### src/rtl/swp_pkg.sv
// constants, carrier types and decode functions for the status write-protection block
package swp_pkg;

  // bus geometry
  localparam int DATA_W = 32;
  localparam int ADR_W = 8;

  // register byte offsets
  localparam logic [ADR_W-1:0] OFF_STATUS = 8'h00;
  localparam logic [ADR_W-1:0] OFF_LATCH = 8'h04;
  localparam logic [ADR_W-1:0] OFF_SRWRITE = 8'h08;
  localparam logic [ADR_W-1:0] OFF_SWRESET = 8'h0c;
  localparam logic [ADR_W-1:0] OFF_PINCFG = 8'h10;
  localparam logic [ADR_W-1:0] OFF_NVCOPY = 8'h14;

  // status register field positions
  localparam int ST_LO_BIT = 0;
  localparam int ST_HI_BIT = 1;
  localparam int ST_LOCK_BIT = 2;
  localparam int ST_WEL_BIT = 3;
  localparam int ST_QE_BIT = 4;
  localparam int ST_PAUSE_BIT = 5;

  // status-write command field positions
  localparam int SRW_LO_BIT = 0;
  localparam int SRW_HI_BIT = 1;
  localparam int SRW_LOCK_BIT = 2;
  localparam int SRW_QE_BIT = 3;
  localparam int SRW_CFG_LSB = 8;

  // pin configuration field position
  localparam int CFG_ROLE_BIT = 7;

  // reset values
  localparam logic [1:0] PROT_RESET = 2'h0;
  localparam logic QE_RESET = 1'b0;
  localparam logic [7:0] PINCFG_RESET = 8'h00;
  localparam logic PIN_IDLE = 1'b1;

  // protect pair, high bit first
  typedef struct packed {
    logic hi;
    logic lo;
  } prot_type;

  // one classic wishbone request
  typedef struct packed {
    logic cyc;
    logic stb;
    logic we;
    logic [3:0] sel;
    logic [ADR_W-1:0] adr;
    logic [DATA_W-1:0] dat;
  } wb_req_type;

  // whole state of the protection block
  typedef struct packed {
    prot_type vprot;
    prot_type nvprot;
    logic nvlock;
    logic write_latch_flag;
    logic qe;
    logic [7:0] pincfg;
    logic pause;
    logic dev_rst;
    logic hold_prev;
    logic ack;
    logic [DATA_W-1:0] dat;
  } state_type;

  localparam state_type ST_RESET = '{
    vprot: PROT_RESET,
    nvprot: PROT_RESET,
    nvlock: 1'b0,
    write_latch_flag: 1'b0,
    qe: QE_RESET,
    pincfg: PINCFG_RESET,
    pause: 1'b0,
    dev_rst: 1'b0,
    hold_prev: PIN_IDLE,
    ack: 1'b0,
    dat: 32'h0000_0000
  };

  // decide whether a status write may land
  function automatic logic write_allowed(prot_type p, logic lock, logic wp_high, logic write_latch_flag);
    logic ok;
    ok = 1'b0;
    case ({p.hi, p.lo})
      2'b00: ok = write_latch_flag;
      2'b01: ok = write_latch_flag & wp_high;
      2'b10: ok = 1'b0;
      2'b11: ok = 1'b0 & ~lock;
      default: ok = 1'b0;
    endcase
    return ok;
  endfunction : write_allowed

  // protect pair to load on any device reset
  function automatic prot_type reload_prot(prot_type nv, logic lock);
    prot_type v;
    v = '{hi: 1'b0, lo: 1'b0};
    case ({nv.hi, nv.lo})
      2'b00: v = '{hi: 1'b0, lo: 1'b0};
      2'b01: v = '{hi: 1'b0, lo: 1'b1};
      2'b10: v = '{hi: 1'b0, lo: 1'b0};
      2'b11: v = lock ? prot_type'(2'h3) : prot_type'(2'h1);
      default: v = '{hi: 1'b0, lo: 1'b0};
    endcase
    return v;
  endfunction : reload_prot

endpackage : swp_pkg

### src/rtl/swp_sync.sv
// two-flop synchroniser for pins arriving from outside the clock domain
module swp_sync
  import swp_pkg::*;
#(
  parameter int W = 3,
  parameter logic [W-1:0] INIT = '1
) (
  // clock, reset, enable
  input wire logic clk_i,
  input wire logic rst_i,
  input wire logic ce_i,
  // asynchronous pins in, settled copy out
  input wire logic [W-1:0] d_i,
  output logic [W-1:0] q_o
);

  // first stage is read only by the second
  typedef struct packed {
    logic [W-1:0] meta;
    logic [W-1:0] q;
  } sync_type;

  sync_type st;
  sync_type next_st;

  // shift one stage per enabled clock
  always_comb begin
    next_st.meta = d_i;
    next_st.q = st.meta;
  end

  // idle level during reset keeps edge detectors quiet
  always_ff @(posedge clk_i) begin
    if (rst_i) begin
      st <= '{meta: INIT, q: INIT};
    end else if (ce_i) begin
      st <= next_st;
    end
  end

  assign q_o = st.q;

endmodule : swp_sync

### src/rtl/swp_protect.sv
// status-register write protection with reload, pin role select and wishbone slave
//
// Decided for this implementation: the Wishbone slave port and the register addresses.
module swp_protect
  import swp_pkg::*;
(
  // clock, reset, enable
  input wire logic clk_i,
  input wire logic rst_i,
  input wire logic ce_i,
  // wishbone slave
  input wire logic wb_cyc_i,
  input wire logic wb_stb_i,
  input wire logic wb_we_i,
  input wire logic [3:0] wb_sel_i,
  input wire logic [ADR_W-1:0] wb_adr_i,
  input wire logic [DATA_W-1:0] wb_dat_i,
  output logic [DATA_W-1:0] wb_dat_o,
  output logic wb_ack_o,
  // device pins, all asynchronous
  input wire logic sclk_i,
  input wire logic wp_n_i,
  input wire logic hold_n_i,
  // block outputs
  output logic pause_o,
  output logic dev_reset_o,
  output logic quad_io_o,
  output logic hold_is_reset_o
);

  state_type st; // registered state
  state_type next_st; // next state
  wb_req_type req; // bundled bus request
  logic [2:0] pins_s; // synchronised sclk, wp, hold
  logic sclk_s; // settled serial clock
  logic wp_s; // settled protect pin
  logic hold_s; // settled pause/reset pin
  logic take; // request accepted this edge
  logic wr_cmd; // status-write command taken
  logic sw_rst; // software reset command taken
  logic hw_rst; // pin reset edge seen
  logic dev_evt; // any device reset this edge
  logic wp_high; // protect pin counts as high
  logic allowed; // status write would land

  // pins pass two flops before anything reads them
  swp_sync #(
    .W(3),
    .INIT({PIN_IDLE, PIN_IDLE, PIN_IDLE})
  ) u_sync (
    .clk_i(clk_i),
    .rst_i(rst_i),
    .ce_i(ce_i),
    .d_i({sclk_i, wp_n_i, hold_n_i}),
    .q_o(pins_s)
  );

  assign sclk_s = pins_s[2];
  assign wp_s = pins_s[1];
  assign hold_s = pins_s[0];

  assign req = '{cyc: wb_cyc_i, stb: wb_stb_i, we: wb_we_i, sel: wb_sel_i,
                 adr: wb_adr_i, dat: wb_dat_i};

  // one request per ack; the cycle in which ack stands blocks a repeat
  assign take = req.cyc & req.stb & ~st.ack;
  assign wr_cmd = take & req.we & req.sel[0] & (req.adr == OFF_SRWRITE);
  assign sw_rst = take & req.we & req.sel[0] & (req.adr == OFF_SWRESET);

  // quad mode turns the protect pin into data, so it no longer guards
  assign wp_high = st.qe | wp_s;

  // pin reset only when configured for it and quad is off
  assign hw_rst = ~st.qe & st.pincfg[CFG_ROLE_BIT] & st.hold_prev & ~hold_s;
  assign dev_evt = hw_rst | sw_rst;

  assign allowed = write_allowed(st.vprot, st.nvlock, wp_high, st.write_latch_flag);

  // next-state logic
  always_comb begin
    next_st = st;
    next_st.ack = 1'b0;
    next_st.dev_rst = 1'b0;
    next_st.hold_prev = hold_s;
    // bus answer: one cycle after the request, unmapped reads give zero
    if (take) begin
      next_st.ack = 1'b1;
      next_st.dat = '0;
      if (!req.we) begin
        case (req.adr)
          OFF_STATUS: begin
            next_st.dat[ST_LO_BIT] = st.vprot.lo;
            next_st.dat[ST_HI_BIT] = st.vprot.hi;
            next_st.dat[ST_LOCK_BIT] = st.nvlock;
            next_st.dat[ST_WEL_BIT] = st.write_latch_flag;
            next_st.dat[ST_QE_BIT] = st.qe;
            next_st.dat[ST_PAUSE_BIT] = st.pause;
          end
          OFF_PINCFG: next_st.dat[7:0] = st.pincfg;
          OFF_NVCOPY: begin
            next_st.dat[ST_LO_BIT] = st.nvprot.lo;
            next_st.dat[ST_HI_BIT] = st.nvprot.hi;
            next_st.dat[ST_LOCK_BIT] = st.nvlock;
          end
          default: next_st.dat = '0;
        endcase
      end
    end
    // write latch set by its own command
    if (take && req.we && req.sel[0] && req.adr == OFF_LATCH) begin
      next_st.write_latch_flag = 1'b1;
    end
    // status write lands only when protection allows; otherwise nothing moves
    if (wr_cmd && allowed) begin
      next_st.vprot = '{hi: req.dat[SRW_HI_BIT], lo: req.dat[SRW_LO_BIT]};
      next_st.nvprot = '{hi: req.dat[SRW_HI_BIT], lo: req.dat[SRW_LO_BIT]};
      // a status write can only set the lock, never clear it
      next_st.nvlock = st.nvlock | req.dat[SRW_LOCK_BIT];
      next_st.qe = req.dat[SRW_QE_BIT];
      if (req.sel[1]) begin
        next_st.pincfg = req.dat[SRW_CFG_LSB +: 8];
      end
      next_st.write_latch_flag = 1'b0;
    end
    // pause follows the pin only while sclk is low, so a byte is not split mid-bit
    if (st.qe || st.pincfg[CFG_ROLE_BIT]) begin
      next_st.pause = 1'b0;
    end else if (!sclk_s) begin
      next_st.pause = ~hold_s;
    end
    // device reset reloads the volatile pair and clears the latch, overriding a write to them in the same cycle
    if (dev_evt) begin
      next_st.vprot = reload_prot(st.nvprot, st.nvlock);
      next_st.write_latch_flag = 1'b0;
      next_st.pause = 1'b0;
      next_st.dev_rst = 1'b1;
    end
  end

  // state register; a low enable freezes everything
  always_ff @(posedge clk_i) begin
    if (rst_i) begin
      st <= ST_RESET;
    end else if (ce_i) begin
      st <= next_st;
    end
  end

  // every output straight from a state flop
  assign wb_dat_o = st.dat;
  assign wb_ack_o = st.ack;
  assign pause_o = st.pause;
  assign dev_reset_o = st.dev_rst;
  assign quad_io_o = st.qe;
  assign hold_is_reset_o = st.pincfg[CFG_ROLE_BIT];

  // open protection: an enabled write copies the new pair
  AST_SOFT_OPEN: assert property (@(posedge clk_i) disable iff (rst_i)
    ce_i && wr_cmd && st.vprot == 2'b00 && st.write_latch_flag && !dev_evt
    |=> st.vprot == $past(wb_dat_i[1:0]) && !st.write_latch_flag)
    else $error("open protection did not take the write");

  // pin protection with pin low: nothing changes
  AST_HW_BLOCK: assert property (@(posedge clk_i) disable iff (rst_i)
    ce_i && wr_cmd && st.vprot == 2'b01 && !wp_s && !st.qe && !dev_evt
    |=> $stable(st.nvprot) && $stable(st.qe) && $stable(st.pincfg) && $stable(st.write_latch_flag))
    else $error("write landed while protect pin low");

  // pin protection with pin high and latch set: write lands
  AST_HW_OPEN: assert property (@(posedge clk_i) disable iff (rst_i)
    ce_i && wr_cmd && st.vprot == 2'b01 && wp_s && st.write_latch_flag && !dev_evt
    |=> st.nvprot == $past(wb_dat_i[1:0]))
    else $error("write refused with protect pin high");

  // lockdown pair holds until a device reset
  AST_LOCKDOWN: assert property (@(posedge clk_i) disable iff (rst_i)
    st.vprot == 2'b10 && !(ce_i && dev_evt) |=> st.vprot == 2'b10 && $stable(st.qe))
    else $error("lockdown lifted without reset");

  // unlocked full protection keeps the stored copy
  AST_LOCK11: assert property (@(posedge clk_i) disable iff (rst_i)
    st.vprot == 2'b11 && !st.nvlock && !(ce_i && dev_evt)
    |=> $stable(st.nvprot) && $stable(st.pincfg))
    else $error("write landed under full protection");

  // locked full protection survives even device resets
  AST_OTP: assert property (@(posedge clk_i) disable iff (rst_i)
    st.vprot == 2'b11 && st.nvlock |=> st.vprot == 2'b11 && st.nvlock && $stable(st.pincfg))
    else $error("permanent protection was lifted");

  // reload table on every device reset, with a marker pulse
  AST_RELOAD: assert property (@(posedge clk_i) disable iff (rst_i)
    ce_i && dev_evt |=> st.vprot == reload_prot($past(st.nvprot), $past(st.nvlock))
    && dev_reset_o && !st.write_latch_flag)
    else $error("volatile pair not reloaded correctly");

  // pause only when configured for pause and quad is off
  AST_PAUSE_ROLE: assert property (@(posedge clk_i) disable iff (rst_i)
    $rose(pause_o) |-> $past(!st.qe && !st.pincfg[CFG_ROLE_BIT] && !hold_s && !sclk_s))
    else $error("pause raised in the wrong role");

  // quad mode ignores the protect pin
  AST_QE_WP: assert property (@(posedge clk_i) disable iff (rst_i)
    ce_i && wr_cmd && st.qe && st.vprot == 2'b01 && st.write_latch_flag && !dev_evt
    |=> st.vprot == $past(wb_dat_i[1:0]))
    else $error("protect pin still guarding in quad mode");

  // refused write leaves the volatile pair, lock, write latch and pin config as they were
  AST_REFUSE: assert property (@(posedge clk_i) disable iff (rst_i)
    ce_i && wr_cmd && !allowed && !dev_evt
    |=> $stable(st.vprot) && $stable(st.nvlock) && $stable(st.write_latch_flag) && $stable(st.pincfg))
    else $error("refused write changed state");

  // ack is a single cycle; a low enable may legally freeze it
  AST_ACK_ONE: assert property (@(posedge clk_i) disable iff (rst_i)
    ce_i && wb_ack_o |=> !wb_ack_o)
    else $error("ack held longer than one cycle");

  // a taken request is answered at the very next edge
  AST_ACK_NEXT: assert property (@(posedge clk_i) disable iff (rst_i)
    ce_i && take |=> wb_ack_o)
    else $error("taken request not acknowledged");

  // read data stands until the next taken request, so a slow master still sees it
  AST_DAT_HOLD: assert property (@(posedge clk_i) disable iff (rst_i)
    !(ce_i && take) |=> $stable(wb_dat_o))
    else $error("read data changed without a request");

  // the latch command sets the write latch unless a device reset clears it
  AST_LATCH_SET: assert property (@(posedge clk_i) disable iff (rst_i)
    ce_i && take && wb_we_i && wb_sel_i[0] && wb_adr_i == OFF_LATCH && !dev_evt |=> st.write_latch_flag)
    else $error("write latch not set by its command");

  // a falling pin in reset role gives a device reset pulse
  AST_PIN_RESET: assert property (@(posedge clk_i) disable iff (rst_i)
    ce_i && !st.qe && st.pincfg[CFG_ROLE_BIT] && st.hold_prev && !hold_s |=> dev_reset_o)
    else $error("pin reset not taken in reset role");

  // quad mode silences both pin roles
  AST_QUAD_QUIET: assert property (@(posedge clk_i) disable iff (rst_i)
    ce_i && st.qe && !sw_rst |=> !pause_o && !dev_reset_o)
    else $error("pause or pin reset active in quad mode");

  // with the pin in pause role it never resets the device
  AST_PAUSE_NO_RST: assert property (@(posedge clk_i) disable iff (rst_i)
    ce_i && !st.pincfg[CFG_ROLE_BIT] && !sw_rst |=> !dev_reset_o)
    else $error("pin reset while in pause role");

  COV_OPEN_WRITE: cover property (@(posedge clk_i) disable iff (rst_i)
    ce_i && wr_cmd && allowed);
  COV_PIN_REFUSE: cover property (@(posedge clk_i) disable iff (rst_i)
    ce_i && wr_cmd && st.vprot == 2'b01 && !wp_high);
  COV_HW_RESET: cover property (@(posedge clk_i) disable iff (rst_i)
    ce_i && hw_rst);
  COV_PAUSE: cover property (@(posedge clk_i) disable iff (rst_i)
    $rose(pause_o));
  COV_QUAD_BYPASS: cover property (@(posedge clk_i) disable iff (rst_i)
    ce_i && wr_cmd && allowed && st.qe && st.vprot == 2'b01 && !wp_s);

endmodule : swp_protect

### config.mk
export PLATFORM = sky130hd
export DESIGN_NAME = swp_protect
export DESIGN_NICKNAME = d
export VERILOG_FILES = /design/src/rtl/swp_pkg.sv /design/src/rtl/swp_sync.sv /design/src/rtl/swp_protect.sv
export SDC_FILE = /design/constraint.sdc
export NUM_CORES = 1
export LEC_CHECK = 0
export BUFFER_PORTS_ARGS = -buffer_cell sky130_fd_sc_hd__buf_4
export CAP_MARGIN = 30
export CORE_MARGIN = 8
export CORE_UTILIZATION = 47
export CTS_BUF_LIST = sky130_fd_sc_hd__clkbuf_8
export CTS_CLUSTER_DIAMETER = 100
export DETAILED_ROUTE_END_ITERATION = 8
export GPL_ROUTABILITY_DRIVEN = 0
export GPL_TIMING_DRIVEN = 1
export PLACE_DENSITY = 0.82
export SLEW_MARGIN = 20
export SYNTH_ARGS = -nofsm -noshare
export SYNTH_HDL_FRONTEND = slang
export SYNTH_SLANG_ARGS = --single-unit
### constraint.sdc
create_clock -name clk_i -period 2.1 [get_ports clk_i]
set_input_delay 0.105 -clock clk_i [delete_from_list [all_inputs] [get_ports clk_i]]
set_output_delay 0.105 -clock clk_i [all_outputs]
set_load 0.03 [all_outputs]
==> results.toml, run 1 <==
[place]
portBuffers = 43
place_inst = 266
dp_hpwl_um = 2900

[detailed_routing]
drtIter0Drc = 104
first_pass_iters = 4
ant_nets = 0
vias = 1376
wire_per_inst_um = 14.1
drc = 0
finalWirelength_um = 3860
vias_per_cell = 5.02

[timing]
finalSetupViolCount = 0
skew_ns = 0.00367
timing.final.crit_share_pct = 85.1
period_needed_ns = 1.79
setup_tns_ns = 0
rsz0062_at_grt = "no"
final-max-slew-violation-count = 0
fmax_mhz = 560
final_hold_viol_count = 0

[floorplan]
fp.dieW_um = 77.5
start_util_pct = 48.6
rows = 22
coreArea_mm2 = 0.00366
dieArea_mm2 = 0.00601
pin_count = 90
die-height_um = 77.5

[logic_synthesis]
synthArstFlopShare_pct = 0
synthFlopType = "dfxtp_1"
yosys-top-cells-area = "dfxtp_1 (37%), buf_4 (15%), mux2i_1 (7.3%), a21oi_1 (3.9%), nand2_1 (3.6%)"
synth_cell_types = 40
synth_edf_count = 0
synth_area_mm2 = 0.00178
synth_top_area_cell = "dfxtp_1"
netlist_instances = 194
avgSynthCellArea_um2 = 9.16
synth-seq-cells = 33
yosysMostFrequentCell = "buf_4"
netlist.area_leader.share_pct = 37.2
synthTopCellsByCount = "buf_4 (35), dfxtp_1 (33), nand2_1 (17)"
yosys_warnings = 0
ys_seq_area_share_pct = 37.2

[power_and_ir_drop]
leakage_nw = 0.866
total_power_mw = 1.34
clkPwrFrac_pct = 39.2
p_sw_mw = 0.353
powerDensity_mw_per_mm2 = 660
p_comb_share_pct = 13.2
intPower_mw = 0.990
power_frac_seq_pct = 47.6
ir_worst_vdd_mv = 0.375
switching_share_pct = 26.3

[layout]
syn_to_final_growth_pct = 14.5
stdcell_count = 274
drive_gt1_share_pct = 28.3
diodes = 0
final_nets = 278

[setup_path]
critPathMaxFanout = 14
r2r_slack_ns = 0.31
endpoint_kind = "flop"
cp_data_required_time_ns = 2.26
arrival_ns = 1.95
start_kind = "flop"
rr_endpoint = "st[45]"
timing.rr.start = "quad_io_o"
path_class = "flop to flop"
worstRegToRegCells = 5

[cts]
clk_latency_ns = 0.29
cts_made_buffers = 5
ctsHoldBuffers = 0
ctsLongestPathBuffers = 2
clkSlewWorstSetupHoldPaths_ns = 0.07
htree_levels = 2
cts_resized = 0
cts_root_buf = "clkbuf_8"
tritoncts = "done"
clock_sinks = 33
post_cts_buffers = 0

[grt]
first_global_vias = 1389
grt_max_degree = 26
gr-usage-all-layers_pct = 13.1
grt_first_pass_wirelength_um = 6370
antenna_found_initial = 0
grt_overflow = 0

[hold_path]
hp-class = "input pin to flop"
hp-start = "wp_n_i"
whs_endpoint = "u_sync.next_st[1]"
whs_path_depth = 3

[job]
drv_cap = 0

[run_status]
status = "completed"
-- sequential cells by signal (all words and copies together) (netlist names) --
| register | count |
|---|---|
| st | 14 |
| hold_is_reset_o | 1 |
| wb_ack_o | 1 |
| u_sync.q_o | 3 |
| quad_io_o | 1 |
| dev_reset_o | 1 |
| u_sync.next_st | 3 |
| wb_dat_o | 8 |
| pause_o | 1 |
-- cells in the final DEF, fill, tap and decap left out, types with 2 or more instances in the layout --
cell,synthesis,layout
a21oi_1,14,14
conb_1,1,24
and2_1,2,2
nor2_1,13,13
mux2_2,3,3
buf_4,35,44
a22oi_1,3,3
a211oi_1,5,5
clkbuf_8,2,7
nand2_1,17,17
nand3_1,11,11
nor4_4,2,2
inv_1,4,4
a22o_1,2,2
dfxtp_1,33,33
mux2i_1,13,13
a32oi_1,2,2
nand3b_1,4,4
o21ai_0,3,3
-- stage by stage --
| stage | utilization (%) | setup slack (ns) | area, µm² | hold WS (ns) |
|---|---|---|---|---|
| after floorplan | - | 0.327 | 1860 | 0.233 |
| after global placement | 52.8 | 0.350 | 1930 | 0.318 |
| after detailed placement | 52.8 | 0.329 | 1930 | 0.329 |
| after CTS | 55.6 | 0.309 | 2040 | 0.0239 |
| after global routing | 55.6 | 0.146 | 2040 | 0.0407 |
| final | 55.6 | 0.314 | 2040 | 0.0332 |
-- metal layers --
layer	track usage, %	share of wire [%]	up-vias
met1	14.6	43	646
met2	21.1	48	41
li1	-	-	682
met4	6.23	2.2	0
met5	0	0	-
met3	5.65	7.1	7
-- kinds of logic after synthesis --
logic type / Yosys count / share of synthesized area [%]
AO/OA/AOI/OAI: 33 / 12.2
flip-flops: 33 / 37.2
multiplexers: 16 / 9.22
buffers and inverters: 47 / 18.9
AND/OR/NAND/NOR: 63 / 21.9
other: 1 / 0.211
XOR/XNOR: 1 / 0.493
-- power groups by stage --
stage | Clock, mW | Sequential (mW) | Combinational (mW)
2_1_floorplan | 0 | 0.658 | 0.152
3_3_place_gp | 0 | 0.654 | 0.175
3_5_place_dp | 0 | 0.654 | 0.176
4_1_cts | 0.541 | 0.640 | 0.176
5_1_grt | 0.563 | 0.641 | 0.190
6_report | 0.526 | 0.640 | 0.177
-- worst max-delay path, cell delays in order, from the launching register on --
cell,delay (ns)
dfxtp_1,0.37
or3b_1,0.38
and4_1,0.24
and2_1,0.17
buf_4,0.20
a2111oi_0,0.30
-- how the worst max path moves through the flow --
stage | startpoint | end | slack (ns)
after floorplan | quad_io_o | st[48] | 0.33
after global placement | quad_io_o | st[49] | 0.35
after detailed placement | quad_io_o | st[45] | 0.33
after CTS | quad_io_o | st[45] | 0.31
after global routing | quad_io_o | st[45] | 0.15
final | quad_io_o | st[45] | 0.31
-- cell type report --
cell class | count | area (µm²)
clock buffer | 7 | 96.3
clock inverter | 1 | 5.00
fill | 348 | 1630
inverter | 4 | 15.0
multi-input combinational | 137 | 868
sequential | 33 | 661
tap | 48 | 60.1
timing repair buffer | 44 | 330
Note: power is estimated with default switching activity, not from simulation.
==> inputs of run 2 (changes only) <==
--- a/config.mk
+++ b/config.mk
@@ -8,13 +8,12 @@
 export BUFFER_PORTS_ARGS = -buffer_cell sky130_fd_sc_hd__buf_4
 export CAP_MARGIN = 30
 export CORE_MARGIN = 8
-export CORE_UTILIZATION = 47
+export CORE_UTILIZATION = 30
 export CTS_BUF_LIST = sky130_fd_sc_hd__clkbuf_8
 export CTS_CLUSTER_DIAMETER = 100
 export DETAILED_ROUTE_END_ITERATION = 8
 export GPL_ROUTABILITY_DRIVEN = 0
 export GPL_TIMING_DRIVEN = 1
-export PLACE_DENSITY = 0.82
 export SLEW_MARGIN = 20
 export SYNTH_ARGS = -nofsm -noshare
 export SYNTH_HDL_FRONTEND = slang
==> results.toml, run 2 (synthesis gave the netlist of run 1 again) <==
[run_status]
status = "completed"

[setup_path]
crit_start = "wb_ack_o"
r2r_slack_ns = 0.40
cp_num_buf_inv = 1
critPathMaxFanout = 6
worstRegToRegCells = 6
path_class = "flop to flop"
crit_family = "simple AND/OR/NAND/NOR gates"
worst_path_max_delay_cell = "dfxtp_1"
arrival_ns = 1.87
slowest_delay_ns = 0.33
cp_data_required_time_ns = 2.27
worstPathCellList = "nand3b_1, nor4_4, and2_1, buf_4, mux2i_1, nor2_1"
timing.rr.start = "wb_ack_o"
start_kind = "flop"
endpoint_kind = "flop"
rr_endpoint = "quad_io_o"

[cts]
cts_resized = 0
clkSlewWorstSetupHoldPaths_ns = 0.07
tritoncts = "done"
post_cts_buffers = 0
ctsLongestPathBuffers = 2
clock_sinks = 33
cts_made_buffers = 5
htree_levels = 2
ctsHoldBuffers = 0
cts_root_buf = "clkbuf_8"
clk_latency_ns = 0.29

[detailed_routing]
wire_per_inst_um = 13.6
vias_per_cell = 4.45
drtIter0Drc = 79
first_pass_iters = 4
vias = 1354
finalWirelength_um = 4130
drc = 0
ant_nets = 0

[timing]
finalSetupViolCount = 0
fmax_mhz = 588
skew_ns = 0.00595
final-max-slew-violation-count = 0
setup_tns_ns = 0
timing.final.crit_share_pct = 81.0
rsz0062_at_grt = "no"
period_needed_ns = 1.70
final_hold_viol_count = 0

[grt]
grt_overflow = 0
antenna_found_initial = 0
grt_first_pass_wirelength_um = 6540
grt_max_degree = 26
gr-usage-all-layers_pct = 9.58
first_global_vias = 1347

[place]
place_inst = 296
portBuffers = 43
dp_hpwl_um = 3230
post_dp_cell_area_mm2 = 0.00199

[power_and_ir_drop]
powerDensity_mw_per_mm2 = 678
leakage_nw = 0.891
total_power_mw = 1.43
ir_worst_vdd_mv = 0.250

[floorplan]
pin_count = 90
fp.dieW_um = 93.0
coreArea_mm2 = 0.00582
dieArea_mm2 = 0.00865
start_util_pct = 30.6
rows = 28
die-height_um = 93.0

[layout]
mostFrequentLayoutCells = "buf_4 (47), dfxtp_1 (33), conb_1 (24)"
finish.utilization_pct = 36.2
syn_to_final_growth_pct = 18.5
fillerInstances = 622
stdcell_count = 304
regMostFlops = "st"
layout_commonest_cell = "buf_4"
drive_gt1_share_pct = 28.8
final_nets = 281
largest_register_ffs = 14
postLayoutCellArea_mm2 = 0.00211
diodes = 0

[hold_path]
whs_path_depth = 3
hp-class = "input pin to flop"
whs_endpoint = "u_sync.next_st[1]"
hp-start = "wp_n_i"

[job]
drv_cap = 0
## run 2: metal layers
layer  wire length [µm]  GRT usage (%)  part of all wire [%]  vias to the layer above
li1                   -              -                     -                      686
met1               1750           11.0                    42                      629
met2               2060           15.7                    50                       33
met3                277           4.17                   6.7                        6
met4                 40           2.82                  0.97                        0
met5                  0              0                     0                        -
## run 2: final cells by class
type	instances	area (µm²)	share of cell area (%)
multi-input combinational	137	868	41.2
sequential	33	661	31.4
timing repair buffer	47	353	16.7
tap	75	93.8	4.45
clock buffer	6	82.6	3.92
clock inverter	2	33.8	1.60
inverter	4	15.0	0.713
## run 2: through the flow
stage	setup slack, ns	hold WS (ns)
6_report	0.399	0.0326
5_1_grt	0.303	0.0282
4_1_cts	0.388	0.0280
3_5_place_dp	0.376	0.324
3_3_place_gp	0.403	0.322
2_1_floorplan	0.327	0.233
## run 2: report_power, final
part | internal, mW | leakage (nW) | total [mW] | switching [mW]
logic | 0.0594 | 0.561 | 0.177 | 0.117
registers | 0.635 | 0.267 | 0.640 | 0.00520
clock network | 0.382 | 0.0626 | 0.611 | 0.229
total | 1.08 | 0.891 | 1.43 | 0.352
## run 2: worst max path at each step
stage	end	slack [ns]	cells past startpoint
5_1_grt	quad_io_o	0.30	6
4_1_cts	st[48]	0.39	6
3_3_place_gp	wb_dat_o[2]	0.40	6
3_5_place_dp	quad_io_o	0.38	7
6_report	quad_io_o	0.40	6
2_1_floorplan	st[48]	0.33	7
## run 2: tightest hold or removal path, cell delays in order
cell and delay, ns:
buf_4 0.07, mux2i_1 0.05, nand2_1 0.05
